--- src/rtl/toc_pkg.sv ---
// constants, field layouts and carrier types of the output compare timer
// assumes one 20 MHz clock and an Avalon-MM slave with word index addressing
//
// Notes on behaviour
// - shared interrupt pin works as plain port, forced cutoff input or interrupt input.
// - reading the count register returns the live counter and disturbs nothing.
// - writing the count register loads the counter.
// - each of the four pins separately may or may not produce compare output.
// - on a match an enabled pin goes low, high or toggles per its action.
// - each pin holds its initial level from start until its first match.
// - counter returns to zero on overflow or on compare A match, software's choice.
// - with all pins disabled the counter still counts and matches internally.
// - control bits 0 to 3 give initial levels of pins A to D, 1 high.
// - bits 6 to 4 pick the count source among eight documented sources.
// - control bit 7 set clears the counter on compare A match, else free runs.
// - writing the control register drives enabled pins to their initial levels at once.
// - compare A and B serve pins A and B; C and D serve C, D unbuffered.
// - buffered C or D holds next A or B value and its pin is released.
// - period is 65536 source ticks free running, compare A plus one when clearing.
// - writing run 1 starts counting; writing 0 stops, pins and counter hold.
// - with stop at match set, compare A match stops the counter, pins keep levels.
// - a match on compare A or B, or on C or D while unbuffered, or an overflow, raises a request.
package toc_pkg;
    // register word indices, byte address is four times the index
    localparam logic [9:0] IDX_MODE = 10'h120;
    localparam logic [9:0] IDX_CTRL1 = 10'h121;
    localparam logic [9:0] IDX_IOCTL0 = 10'h124;
    localparam logic [9:0] IDX_IOCTL1 = 10'h125;
    localparam logic [9:0] IDX_COUNT = 10'h126;
    localparam logic [9:0] IDX_STATUS = 10'h127;
    localparam logic [9:0] IDX_CMP_A = 10'h128;
    localparam logic [9:0] IDX_CMP_B = 10'h129;
    localparam logic [9:0] IDX_CMP_C = 10'h12A;
    localparam logic [9:0] IDX_CMP_D = 10'h12B;
    localparam logic [9:0] IDX_CTRL2 = 10'h130;
    // field positions
    localparam int MODE_BUF_C = 5;
    localparam int MODE_BUF_D = 6;
    localparam int MODE_RUN = 7;
    localparam int CTRL1_SRC_LO = 4;
    localparam int CTRL1_CLEAR = 7;
    localparam int CTRL2_STOP = 5;
    localparam int IOCTL_LO_ACT = 0;
    localparam int IOCTL_HI_ACT = 4;
    // reset values
    localparam logic [7:0] RST_MODE = 8'h00;
    localparam logic [7:0] RST_CTRL1 = 8'h00;
    localparam logic [7:0] RST_IOCTL = 8'h88;
    localparam logic [7:0] RST_CTRL2 = 8'h00;
    localparam logic [7:0] IOCTL0_RD_ONE = 8'h80;
    localparam logic [15:0] RST_CMP = 16'hFFFF;
    localparam logic [15:0] CNT_TOP = 16'hFFFF;
    localparam logic [4:0] PRE_DIV32 = 5'h1F;

    typedef enum logic [2:0] {
        SRC_DIV1 = 3'h0,
        SRC_DIV2 = 3'h1,
        SRC_DIV4 = 3'h2,
        SRC_DIV8 = 3'h3,
        SRC_DIV32 = 3'h4,
        SRC_EXT = 3'h5,
        SRC_OSC40 = 3'h6,
        SRC_FAST = 3'h7
    } toc_src_e;

    typedef enum logic [1:0] {
        ACT_NONE = 2'h0,
        ACT_LOW = 2'h1,
        ACT_HIGH = 2'h2,
        ACT_TOGGLE = 2'h3
    } toc_act_e;

    typedef enum logic [1:0] {
        INTF_PORT = 2'h0,
        INTF_CUTOFF = 2'h1,
        INTF_IRQ = 2'h2
    } toc_intf_e;

    typedef struct packed {
        logic [3:0] level;
        logic [3:0] oe;
    } toc_wave_s;

    typedef struct packed {
        logic [3:0] match;
        logic ovf;
    } toc_evt_s;
endpackage

--- src/rtl/toc_top.sv ---
// output compare timer: 16-bit counter, four compare registers, four wave pins
// assumes Avalon-MM master on i_clk; pin and oscillator inputs are asynchronous
module toc_top
    import toc_pkg::*;
(
    input wire logic i_clk, // 20 MHz
    input wire logic i_rst_b, // async reset, low
    input wire logic [9:0] i_avs_address, // word index
    input wire logic i_avs_read, // read request
    input wire logic i_avs_write, // write request
    input wire logic [3:0] i_avs_byteenable, // byte lanes
    input wire logic [31:0] i_avs_writedata, // write data
    output logic [31:0] o_avs_readdata, // read data
    output logic o_avs_waitrequest, // stall
    input wire logic i_ext_count_clock_pin, // external count source
    input wire logic i_osc_40mhz_clock, // on-chip oscillator
    input wire logic i_fast_osc_clock, // fast on-chip oscillator
    input wire logic i_int_pin_b, // shared interrupt pin, low active
    output toc_wave_s o_wave, // wave pin levels and enables
    output toc_evt_s o_evt, // one-cycle request pulses
    output logic o_int_req // pin interrupt pulse
);
    // ************************************************************
    // synchronisers
    // ************************************************************
    logic [3:0] sync1_reg;
    logic [3:0] sync2_reg;
    logic [3:0] sync3_reg;
    wire logic [3:0] pin_raw = {i_int_pin_b, i_fast_osc_clock, i_osc_40mhz_clock, i_ext_count_clock_pin};
    wire logic [2:0] src_rise = sync2_reg[2:0] & ~sync3_reg[2:0];

    always_ff @(posedge i_clk or negedge i_rst_b) begin
        if (!i_rst_b) begin
            sync1_reg <= 4'hF;
            sync2_reg <= 4'hF;
            sync3_reg <= 4'hF;
        end else begin
            sync1_reg <= pin_raw;
            sync2_reg <= sync1_reg;
            sync3_reg <= sync2_reg;
        end
    end

    // ************************************************************
    // register bus
    // ************************************************************
    logic ack_reg;
    logic [31:0] rdata_reg;
    logic [7:0] mode_reg;
    logic [7:0] ctrl1_reg;
    logic [7:0] ctrl2_reg;
    logic [7:0] ioctl0_reg;
    logic [7:0] ioctl1_reg;
    logic [15:0] cnt_reg;
    logic [15:0] cmp_reg [4];
    logic [4:0] sts_reg;
    logic [3:0] level_reg;
    logic [4:0] pre_reg;
    toc_evt_s evt_reg;
    logic int_req_reg;

    wire logic wr_go = i_avs_write & ack_reg;
    wire logic be0 = i_avs_byteenable[0];
    wire logic be1 = i_avs_byteenable[1];
    wire logic [7:0] wd8 = i_avs_writedata[7:0];
    wire logic [15:0] wd16 = i_avs_writedata[15:0];
    wire logic wr_mode = wr_go & be0 & (i_avs_address == IDX_MODE);
    wire logic wr_ctrl1 = wr_go & be0 & (i_avs_address == IDX_CTRL1);
    wire logic wr_ctrl2 = wr_go & be0 & (i_avs_address == IDX_CTRL2);
    wire logic wr_io0 = wr_go & be0 & (i_avs_address == IDX_IOCTL0);
    wire logic wr_io1 = wr_go & be0 & (i_avs_address == IDX_IOCTL1);
    wire logic wr_sts = wr_go & be0 & (i_avs_address == IDX_STATUS);
    wire logic wr_cnt = wr_go & (be0 | be1) & (i_avs_address == IDX_COUNT);
    wire logic [3:0] wr_cmp = {4{wr_go & (be0 | be1) & (i_avs_address[9:2] == IDX_CMP_A[9:2])}}
        & (4'h1 << i_avs_address[1:0]);

    function automatic logic [15:0] merge16(input logic [15:0] old, input logic [15:0] wd, input logic [1:0] be);
        merge16 = {be[1] ? wd[15:8] : old[15:8], be[0] ? wd[7:0] : old[7:0]};
    endfunction

    logic [31:0] rd_mux;
    always_comb begin
        rd_mux = 32'h0000_0000;
        case (i_avs_address)
            IDX_MODE: rd_mux[7:0] = mode_reg;
            IDX_CTRL1: rd_mux[7:0] = ctrl1_reg;
            IDX_CTRL2: rd_mux[7:0] = ctrl2_reg;
            IDX_IOCTL0: rd_mux[7:0] = ioctl0_reg | IOCTL0_RD_ONE;
            IDX_IOCTL1: rd_mux[7:0] = ioctl1_reg;
            IDX_STATUS: rd_mux[4:0] = sts_reg;
            IDX_COUNT: rd_mux[15:0] = cnt_reg;
            IDX_CMP_A: rd_mux[15:0] = cmp_reg[0];
            IDX_CMP_B: rd_mux[15:0] = cmp_reg[1];
            IDX_CMP_C: rd_mux[15:0] = cmp_reg[2];
            IDX_CMP_D: rd_mux[15:0] = cmp_reg[3];
            default: rd_mux = 32'h0000_0000;
        endcase
    end

    assign o_avs_waitrequest = (i_avs_read | i_avs_write) & ~ack_reg;
    assign o_avs_readdata = rdata_reg;

    always_ff @(posedge i_clk or negedge i_rst_b) begin
        if (!i_rst_b) begin
            ack_reg <= 1'b0;
            rdata_reg <= 32'h0000_0000;
        end else begin
            ack_reg <= (i_avs_read | i_avs_write) & ~ack_reg;
            if (i_avs_read & ~ack_reg) begin
                rdata_reg <= rd_mux;
            end
        end
    end

    // ************************************************************
    // count source and compare
    // ************************************************************
    wire logic run = mode_reg[MODE_RUN];
    wire logic buf_c = mode_reg[MODE_BUF_C];
    wire logic buf_d = mode_reg[MODE_BUF_D];
    wire logic [1:0] buf_on = {buf_d, buf_c};
    wire logic clear_on_a = ctrl1_reg[CTRL1_CLEAR];
    wire logic stop_at_match = ctrl2_reg[CTRL2_STOP];
    wire toc_src_e src_sel = toc_src_e'(ctrl1_reg[CTRL1_SRC_LO +: 3]);
    wire toc_intf_e int_func = toc_intf_e'(ctrl2_reg[1:0]);

    logic tick;
    always_comb begin
        case (src_sel)
            SRC_DIV1: tick = 1'b1;
            SRC_DIV2: tick = pre_reg[0];
            SRC_DIV4: tick = &pre_reg[1:0];
            SRC_DIV8: tick = &pre_reg[2:0];
            SRC_DIV32: tick = (pre_reg == PRE_DIV32);
            SRC_EXT: tick = src_rise[0];
            SRC_OSC40: tick = src_rise[1];
            SRC_FAST: tick = src_rise[2];
            default: tick = 1'b0;
        endcase
    end

    wire logic tick_run = tick & run;
    // buffered C or D only feed the next A or B value
    wire logic [3:0] match = {cnt_reg == cmp_reg[3] && !buf_d, cnt_reg == cmp_reg[2] && !buf_c,
        cnt_reg == cmp_reg[1], cnt_reg == cmp_reg[0]};
    wire logic stop_hit = tick_run & match[0] & stop_at_match;
    wire logic [1:0] act [4] = '{ioctl0_reg[IOCTL_LO_ACT +: 2], ioctl0_reg[IOCTL_HI_ACT +: 2],
        buf_c ? ACT_NONE : ioctl1_reg[IOCTL_LO_ACT +: 2], buf_d ? ACT_NONE : ioctl1_reg[IOCTL_HI_ACT +: 2]};
    wire logic cutoff = (int_func == INTF_CUTOFF) & ~sync2_reg[3];

    logic [3:0] level_next;
    logic [3:0] oe_comb;
    always_comb begin
        level_next = level_reg;
        oe_comb = 4'h0;
        for (int i = 0; i < 4; i++) begin
            oe_comb[i] = (act[i] != ACT_NONE) & ~cutoff;
            if (tick_run & match[i]) begin
                case (toc_act_e'(act[i]))
                    ACT_LOW: level_next[i] = 1'b0;
                    ACT_HIGH: level_next[i] = 1'b1;
                    ACT_TOGGLE: level_next[i] = ~level_reg[i];
                    default: level_next[i] = level_reg[i];
                endcase
            end
        end
        if (wr_ctrl1) begin
            level_next = wd8[3:0];
        end
    end

    assign o_wave = '{level: level_reg, oe: oe_comb};

    logic [15:0] cnt_next;
    always_comb begin
        cnt_next = cnt_reg;
        if (wr_cnt) begin
            cnt_next = merge16(cnt_reg, wd16, {be1, be0});
        end else if (tick_run) begin
            if (match[0] & clear_on_a) begin
                cnt_next = 16'h0000;
            end else if (!stop_hit) begin
                cnt_next = cnt_reg + 16'h0001;
            end
        end
    end

    wire toc_evt_s evt_next = '{match: {4{tick_run}} & match, ovf: tick_run & (cnt_reg == CNT_TOP)};

    // ************************************************************
    // state registers
    // ************************************************************
    always_ff @(posedge i_clk or negedge i_rst_b) begin
        if (!i_rst_b) begin
            pre_reg <= 5'h00;
            cnt_reg <= 16'h0000;
            level_reg <= 4'h0;
            evt_reg <= '0;
            int_req_reg <= 1'b0;
        end else begin
            pre_reg <= pre_reg + 5'h01;
            cnt_reg <= cnt_next;
            level_reg <= level_next;
            evt_reg <= evt_next;
            int_req_reg <= (int_func == INTF_IRQ) & sync3_reg[3] & ~sync2_reg[3];
        end
    end

    assign o_evt = evt_reg;
    assign o_int_req = int_req_reg;

    always_ff @(posedge i_clk or negedge i_rst_b) begin
        if (!i_rst_b) begin
            mode_reg <= RST_MODE;
            ctrl1_reg <= RST_CTRL1;
            ctrl2_reg <= RST_CTRL2;
            ioctl0_reg <= RST_IOCTL;
            ioctl1_reg <= RST_IOCTL;
            sts_reg <= 5'h00;
        end else begin
            if (wr_mode) begin
                mode_reg <= wd8;
            end else if (stop_hit) begin
                mode_reg[MODE_RUN] <= 1'b0;
            end
            if (wr_ctrl1) begin
                ctrl1_reg <= wd8;
            end
            if (wr_ctrl2) begin
                ctrl2_reg <= wd8;
            end
            if (wr_io0) begin
                ioctl0_reg <= wd8;
            end
            if (wr_io1) begin
                ioctl1_reg <= wd8;
            end
            // set wins over write-one-to-clear
            sts_reg <= (sts_reg & ~({5{wr_sts}} & wd8[4:0])) | evt_next;
        end
    end

    always_ff @(posedge i_clk or negedge i_rst_b) begin
        if (!i_rst_b) begin
            for (int i = 0; i < 4; i++) begin
                cmp_reg[i] <= RST_CMP;
            end
        end else begin
            for (int i = 0; i < 4; i++) begin
                if (wr_cmp[i]) begin
                    cmp_reg[i] <= merge16(cmp_reg[i], wd16, {be1, be0});
                end else if (i < 2 && tick_run && match[i] && buf_on[i % 2]) begin
                    cmp_reg[i] <= cmp_reg[(i + 2) % 4];
                end
            end
        end
    end
endmodule

--- config.mk ---
export PLATFORM = sky130hd
export DESIGN_NAME = toc_top
export DESIGN_NICKNAME = d
export VERILOG_FILES = /design/src/rtl/toc_pkg.sv /design/src/rtl/toc_top.sv
export SDC_FILE = /design/constraint.sdc
export NUM_CORES = 1
export LEC_CHECK = 0
export BUFFER_PORTS_ARGS = -buffer_cell sky130_fd_sc_hd__buf_4
export CORE_MARGIN = 2
export CORE_UTILIZATION = 54
export DETAILED_ROUTE_END_ITERATION = 6
export GPL_ROUTABILITY_DRIVEN = 0
export PLACE_DENSITY_LB_ADDON = 0.1
export SKIP_CTS_REPAIR_TIMING = 1
export SLEW_MARGIN = 10
export SYNTH_ARGS = -nofsm -noshare
export SYNTH_HDL_FRONTEND = slang
export SYNTH_SLANG_ARGS = --single-unit
--- constraint.sdc ---
create_clock -name i_clk -period 2.67 [get_ports i_clk]
set_clock_uncertainty 0.05 [all_clocks]
set_input_delay 0.1335 -clock i_clk [delete_from_list [all_inputs] [get_ports i_clk]]
set_output_delay 0.1335 -clock i_clk [all_outputs]
set_load 0.01 [all_outputs]
# Word-level counts from Yosys, hierarchy flattened
# Index checks and enable logic that the tools add are counted.
dict set report totals {
  elab_cells 192
  register_bits 168
}
dict set report classes {
  shift 1
  mux 27
  reduce_logical 41
  n_addsub 2
  n_bitwise 45
  eq_ne 46
}
# operator count
set op_table {}
lappend op_table {{$mux 16} 8}
lappend op_table {{$eq 10x9->1 const B} 11}
lappend op_table {{$eq 16x16->1} 4}
lappend op_table {{$pmux 5 s11} 1}
lappend op_table {{$pmux 8 s5} 1}
lappend op_table {{$pmux 3 s10} 1}
lappend op_table {{$and 1x1->1} 28}
lappend op_table {{$reduce_and 2->1} 13}
lappend op_table {{$reduce_bool 2->1} 12}
lappend op_table {{$eq 2x2->1 const B} 9}
lappend op_table {{$add 16x1->16 const B} 1}
lappend op_table {{$eq 16x16->1 const B} 1}
lappend op_table {{$mux 8} 2}
lappend op_table {{$reduce_bool 4->1} 4}
lappend op_table {{$eq 3x3->1 const B} 4}
lappend op_table {{$ne 2x2->1 const B} 6}
lappend op_table {{$pmux 1 s3} 4}
lappend op_table {{$and 5x5->5} 2}
lappend op_table {{$eq 2x1->1 const B} 5}
lappend op_table {{$reduce_and 3->1} 3}
lappend op_table {{$and 4x4->4} 2}
lappend op_table {{$eq 8x7->1 const B} 1}
lappend op_table {{$pmux 1 s8} 1}
lappend op_table {{$not 1->1} 7}
lappend op_table {{other kinds (17)} 31}

# Longest topological paths before layout
dict set report depth {
  depth_word 10
  mapped_depth 11
  mapped_depth_nobuf 10
}

# Worst setup path before layout
# OpenSTA, ideal clock, no wires.
dict set report synth_path {
  path_kind {register to register}
  startpoint {register pre_reg[0]}
  endpoint {register cmp_reg[56] in the netlist's numbering}
  path_slack_ns -0.121
  path_stages_with_launch 12
  arrival_ns 2.659
  path_cell_list {dfrtp_1 -> ha_1 -> and3_1 -> ha_1 -> nor2b_1 -> or4_1 -> and3_1 -> and2_1 -> buf_2 -> a32o_1 -> buf_6 -> mux2_4}
}
dict set report synth_between {
  elab_chain_cells 7
}
# item line_no
set synth_rtl {}
lappend synth_rtl {{start: declaration} toc_top.sv:58} ;# logic [4:0] pre_reg;
lappend synth_rtl {{start signal: assignment} toc_top.sv:201} ;# pre_reg <= pre_reg + 5'h01;
lappend synth_rtl {{$eq 5x5->1 (tied with other cells)} toc_top.sv:134} ;# SRC_DIV32: tick = (pre_reg == PRE_DIV32);
lappend synth_rtl {{$pmux 1 s8 *} toc_top.sv:129} ;# case (src_sel)
lappend synth_rtl {{$and 1x1->1 *} toc_top.sv:142} ;# wire logic tick_run = tick & run;
lappend synth_rtl {{$logic_and 1x1->1 * (2 in series)} toc_top.sv:252} ;# end else if (i < 2 && tick_run && match[i] && buf_on[i % 2]) begin
lappend synth_rtl {{$reduce_bool 2->1 (no line) *} --}
lappend synth_rtl {{$reduce_and 2->1 (no line) *} --}
lappend synth_rtl {{end signal: indexed assignment} toc_top.sv:251} ;# cmp_reg[i] <= merge16(cmp_reg[i], wd16, {be1, be0});
lappend synth_rtl {{end signal: indexed assignment} toc_top.sv:253} ;# cmp_reg[i] <= cmp_reg[(i + 2) % 4];
lappend synth_rtl {{end: declaration} toc_top.sv:55} ;# logic [15:0] cmp_reg [4];
# Mark *: on every way between the ends. The rest lies on a longest branch, timed or not.
# A chain may end at the register's enable or synchronous reset.

# Worst setup path in the final report
dict set report layout_path {
  startpoint {register pre_reg[0]}
  endpoint {register cmp_reg[59] in the netlist's numbering}
}
# The elaborated chain is that of the path after synthesis.

==> summary.md <==
| Metric | Value |
|---|---|
| Hpwl dp | `between 20,000 and 25,000 um` |
| Synth-to-layout area growth | `18.8%` |
| First-pass GRT wire length | `about 44,000 um` |
| HP Class | `in -> reg` |
| Clock Path Buffers | `2` |
| Worst setup margin | `-0.0379 ns` |
| Crit Path Category | `reg -> reg` |
| Via count | `slightly below 8,000` |
| Failing checks | `negative setup slack` |
| Rows | `48` |
| Fin util | `approximately 66%` |
| Hold WS | `approximately 0.016 ns` |
| Nature of the critical path endpoint | `register` |
| Overall power | `5650 uW` |
| Cell mode on critical path | `and3_4` |
| Flop2flop setup slack | `-0.04 ns` |
| Die width | `137 um` |
| Routing usage on met2 | `about 45%` |
| Yosys warns | `0` |
| Post-synthesis sequential area ratio | `a little under half` |
| Overflow after GRT | `0` |
| Die Ht | `roughly 140 um` |
| Leak pwr | `~0.0051 uW` |
| Gr busiest metal | `met1` |
| Max reg flops | `64` |
| CTS tree | `built` |
| Max IR drop VDD | `474 uV` |
| Synthesized instance count | `just over 900` |
| Initial Utilization | `between 50% and 60%` |
| Min-Delay Endpoint | `ctrl1_reg[6]$_DFFE_PN0P_` |
| Critical Path Source Type | `register` |
| Min cycle time layout | `about 2.7 ns` |
| Synth Flop Type | `dfrtp_1` |
| Vias per std cell | `~6.2` |
| CP required | `approximately 3.0 ns` |
| CTS sink cnt | `168` |
| Clock-pin slew of the registers on the worst-case setup and hold paths | `0.07 ns` |
| Hold path cells | `3` |
| Drt first pass iters | `7` |
| Initial antenna violation count | `0` |
| Met1 Track Usage GR | `about 49%` |
| PwrDens | `about 500 nW/um^2` |
| RSZ-0062 raised after global routing | `yes` |
| Area contributors post-synth | `dfrtp_1 23%, dfstp_2 22%, mux2_2 8.0%` |
| Max Fclk | `roughly 370 MHz` |
| Top cell type's share of synthesized area | `a little under a quarter` |
| Crit Path Max Fanout | `8` |
| HP Start | `i_avs_writedata[6]` |
| Synth area leader | `dfrtp_1` |
| TritonCTS buffer count | `17` |
| DR WL/cell | `between 20 and 25 um` |
| Post-synth top cells | `141 x nand2_1, 89 x dfrtp_1, 79 x dfstp_2` |
| Max-cap viol count | `0` |
| Crit path max-delay family | `simple AND/OR/NAND/NOR gates` |
| Mapped Area | `between 9000 and 10,000 um^2` |
| # setup viols final | `16` |
| Rel. slew slack | `roughly half` |
| Critical Path AT | `around 3 ns` |
| Final-stage net count | `between 1,000 and 1,500` |
| Cell variety after synth | `67` |
| Layout cell share with drive strength beyond 1 | `35.0%` |
| Ports | `around 100` |
| Period utilization | `101%` |
| Worst reg2reg path startpoint | `pre_reg[0]$_DFF_PN0_` |
| Seq cells post-synth | `between 150 and 200` |
| Die area | `roughly 19,000 um^2` |
| Final Hold Fails | `0` |
| Gr usage total | `approximately a third` |
| Worst reg2reg path depth | `9` |
| Status | `finished, violations left` |
| Setup TNS | `-0.406 ns` |
| H-tree depth | `4` |
| Max stage delay on crit path | `roughly 0.5 ns` |
| WP buf/inv | `0` |
| Iteration-0 DRC Markers | `approximately 790` |
| Vias in the first global route | `~7,400` |
| Largest net degree at the start of global routing | `64` |
| Core Area | `roughly 17,000 um^2` |
| Post-synth EDFFs | `0` |
| Cells along the critical path | `ha_2, and3_4, ha_4, nor2b_4, or4_4, and3_4, and2_4, a32o_4, mux2_4` |
| Worst skew pair latency | `around 0.44 ns` |
| RR Endpoint | `cmp_reg[59]$_DFFE_PN1P_` |
| Drt total wl | `between 20,000 and 30,000 um` |
| Post-Syn Area per Cell | `10.3 um^2` |
| FFs w/ async S/R, synth | `between 90% and 100%` |
| Antenna diodes | `0` |
| PortBufs | `between 60 and 70` |
| Most numerous cell in the Yosys netlist | `nand2_1` |
| Met3 Usage GRT | `between 7 and 8%` |
| Post-DRT Antenna Nets | `0` |
| Slew @ Worst Pin | `between 0.7 and 0.8 ns` |
| Root Buffer | `clkbuf_16` |
| Slew Viols, Final | `0` |
| Residual DRC | `0` |
| Slowest-stage cell, CP | `or4_4` |
[metrics by stage]
step                      worst slack [ns]  cell area (um^2)  instances
after detailed placement           -0.0714             10500       1213
final                              -0.0379             11300       1264
after global placement             -0.0464             10500       1213
after global routing               -0.0877             11300       1264
after floorplan                    0.00863              9610        942
after CTS                          -0.0858             11100       1245
[cell families (layout without fill, tap and decap cells)]
kind of cell	Yosys count	count (layout)	synth area share (%)
simple gates	309	309	15.7
buf+inv	99	196	5.23
other cells	1	16	0.0393
xor+xnor	65	65	5.96
fa+ha+maj	7	7	0.917
flops	168	168	45.1
compound gates	158	158	11.9
mux	120	120	15.2
[final cells by class]
type,count,area (um^2)
inverters,17,63.8
repair buffers,147,1200
fillers,1358,5950
multi-input cells,675,4860
clock buffers,17,425
well taps,225,282
clock inverters,15,206
flip-flops and latches,168,4300
[how the worst max path moves through the flow]
stage	start	end	slack [ns]	depth (start not counted)
2_1_floorplan	pre_reg[0]$_DFF_PN0_	cmp_reg[56]$_DFFE_PN1P_	0.009	11
3_3_place_gp	pre_reg[1]$_DFF_PN0_	cmp_reg[57]$_DFFE_PN1P_	-0.05	9
3_5_place_dp	pre_reg[1]$_DFF_PN0_	cmp_reg[62]$_DFFE_PN1P_	-0.07	9
4_1_cts	pre_reg[1]$_DFF_PN0_	cmp_reg[62]$_DFFE_PN1P_	-0.09	9
5_1_grt	pre_reg[0]$_DFF_PN0_	cmp_reg[62]$_DFFE_PN1P_	-0.09	9
6_report	pre_reg[0]$_DFF_PN0_	cmp_reg[59]$_DFFE_PN1P_	-0.04	9
[report_power, final]
group | switching (uW) | leakage [uW] | internal [uW]
Clock | 1160 | 0.000314 | 1520
Sequential | 22.5 | 0.00201 | 2580
Combinational | 236 | 0.00275 | 132
Total | 1410 | 0.00507 | 4230
[worst min-delay path: stages]
cell and delay, ns:
buf_4 0.18, nand2_1 0.07, o21ai_0 0.07
[layout by cell type, fill, tap and decap left out, drive strengths merged, types with 4 or more instances in the layout]
master	netlist	routed
nor2	42	42
nand2b	5	5
xor2	24	24
nor2b	6	6
a31oi	4	4
dlygate4sd3	0	17
nand4	16	16
buf	45	130
nand3	31	31
a21o	5	5
clkbuf	37	17
a32oi	13	13
nor3	19	19
mux2i	19	19
o22ai	11	11
or3	4	4
a32o	5	5
nor4	8	8
a22oi	19	19
ha	7	7
a221oi	13	13
dfstp	79	79
mux2	101	101
and3	13	13
o211ai	9	9
and2	5	5
a22o	8	8
conb	1	16
xnor2	41	41
o2bb2ai	9	9
inv	17	26
a21oi	14	14
dfrtp	89	89
o21ai	33	33
nand2	143	143
[per-layer routing]
metal | vias to the layer above | part of all wire (%)
met5 | - | 0
met4 | 0 | 2.7
met3 | 70 | 10
met2 | 427 | 43
met1 | 3850 | 44
li1 | 3493 | -
Note: power is estimated with default switching activity, not from simulation.
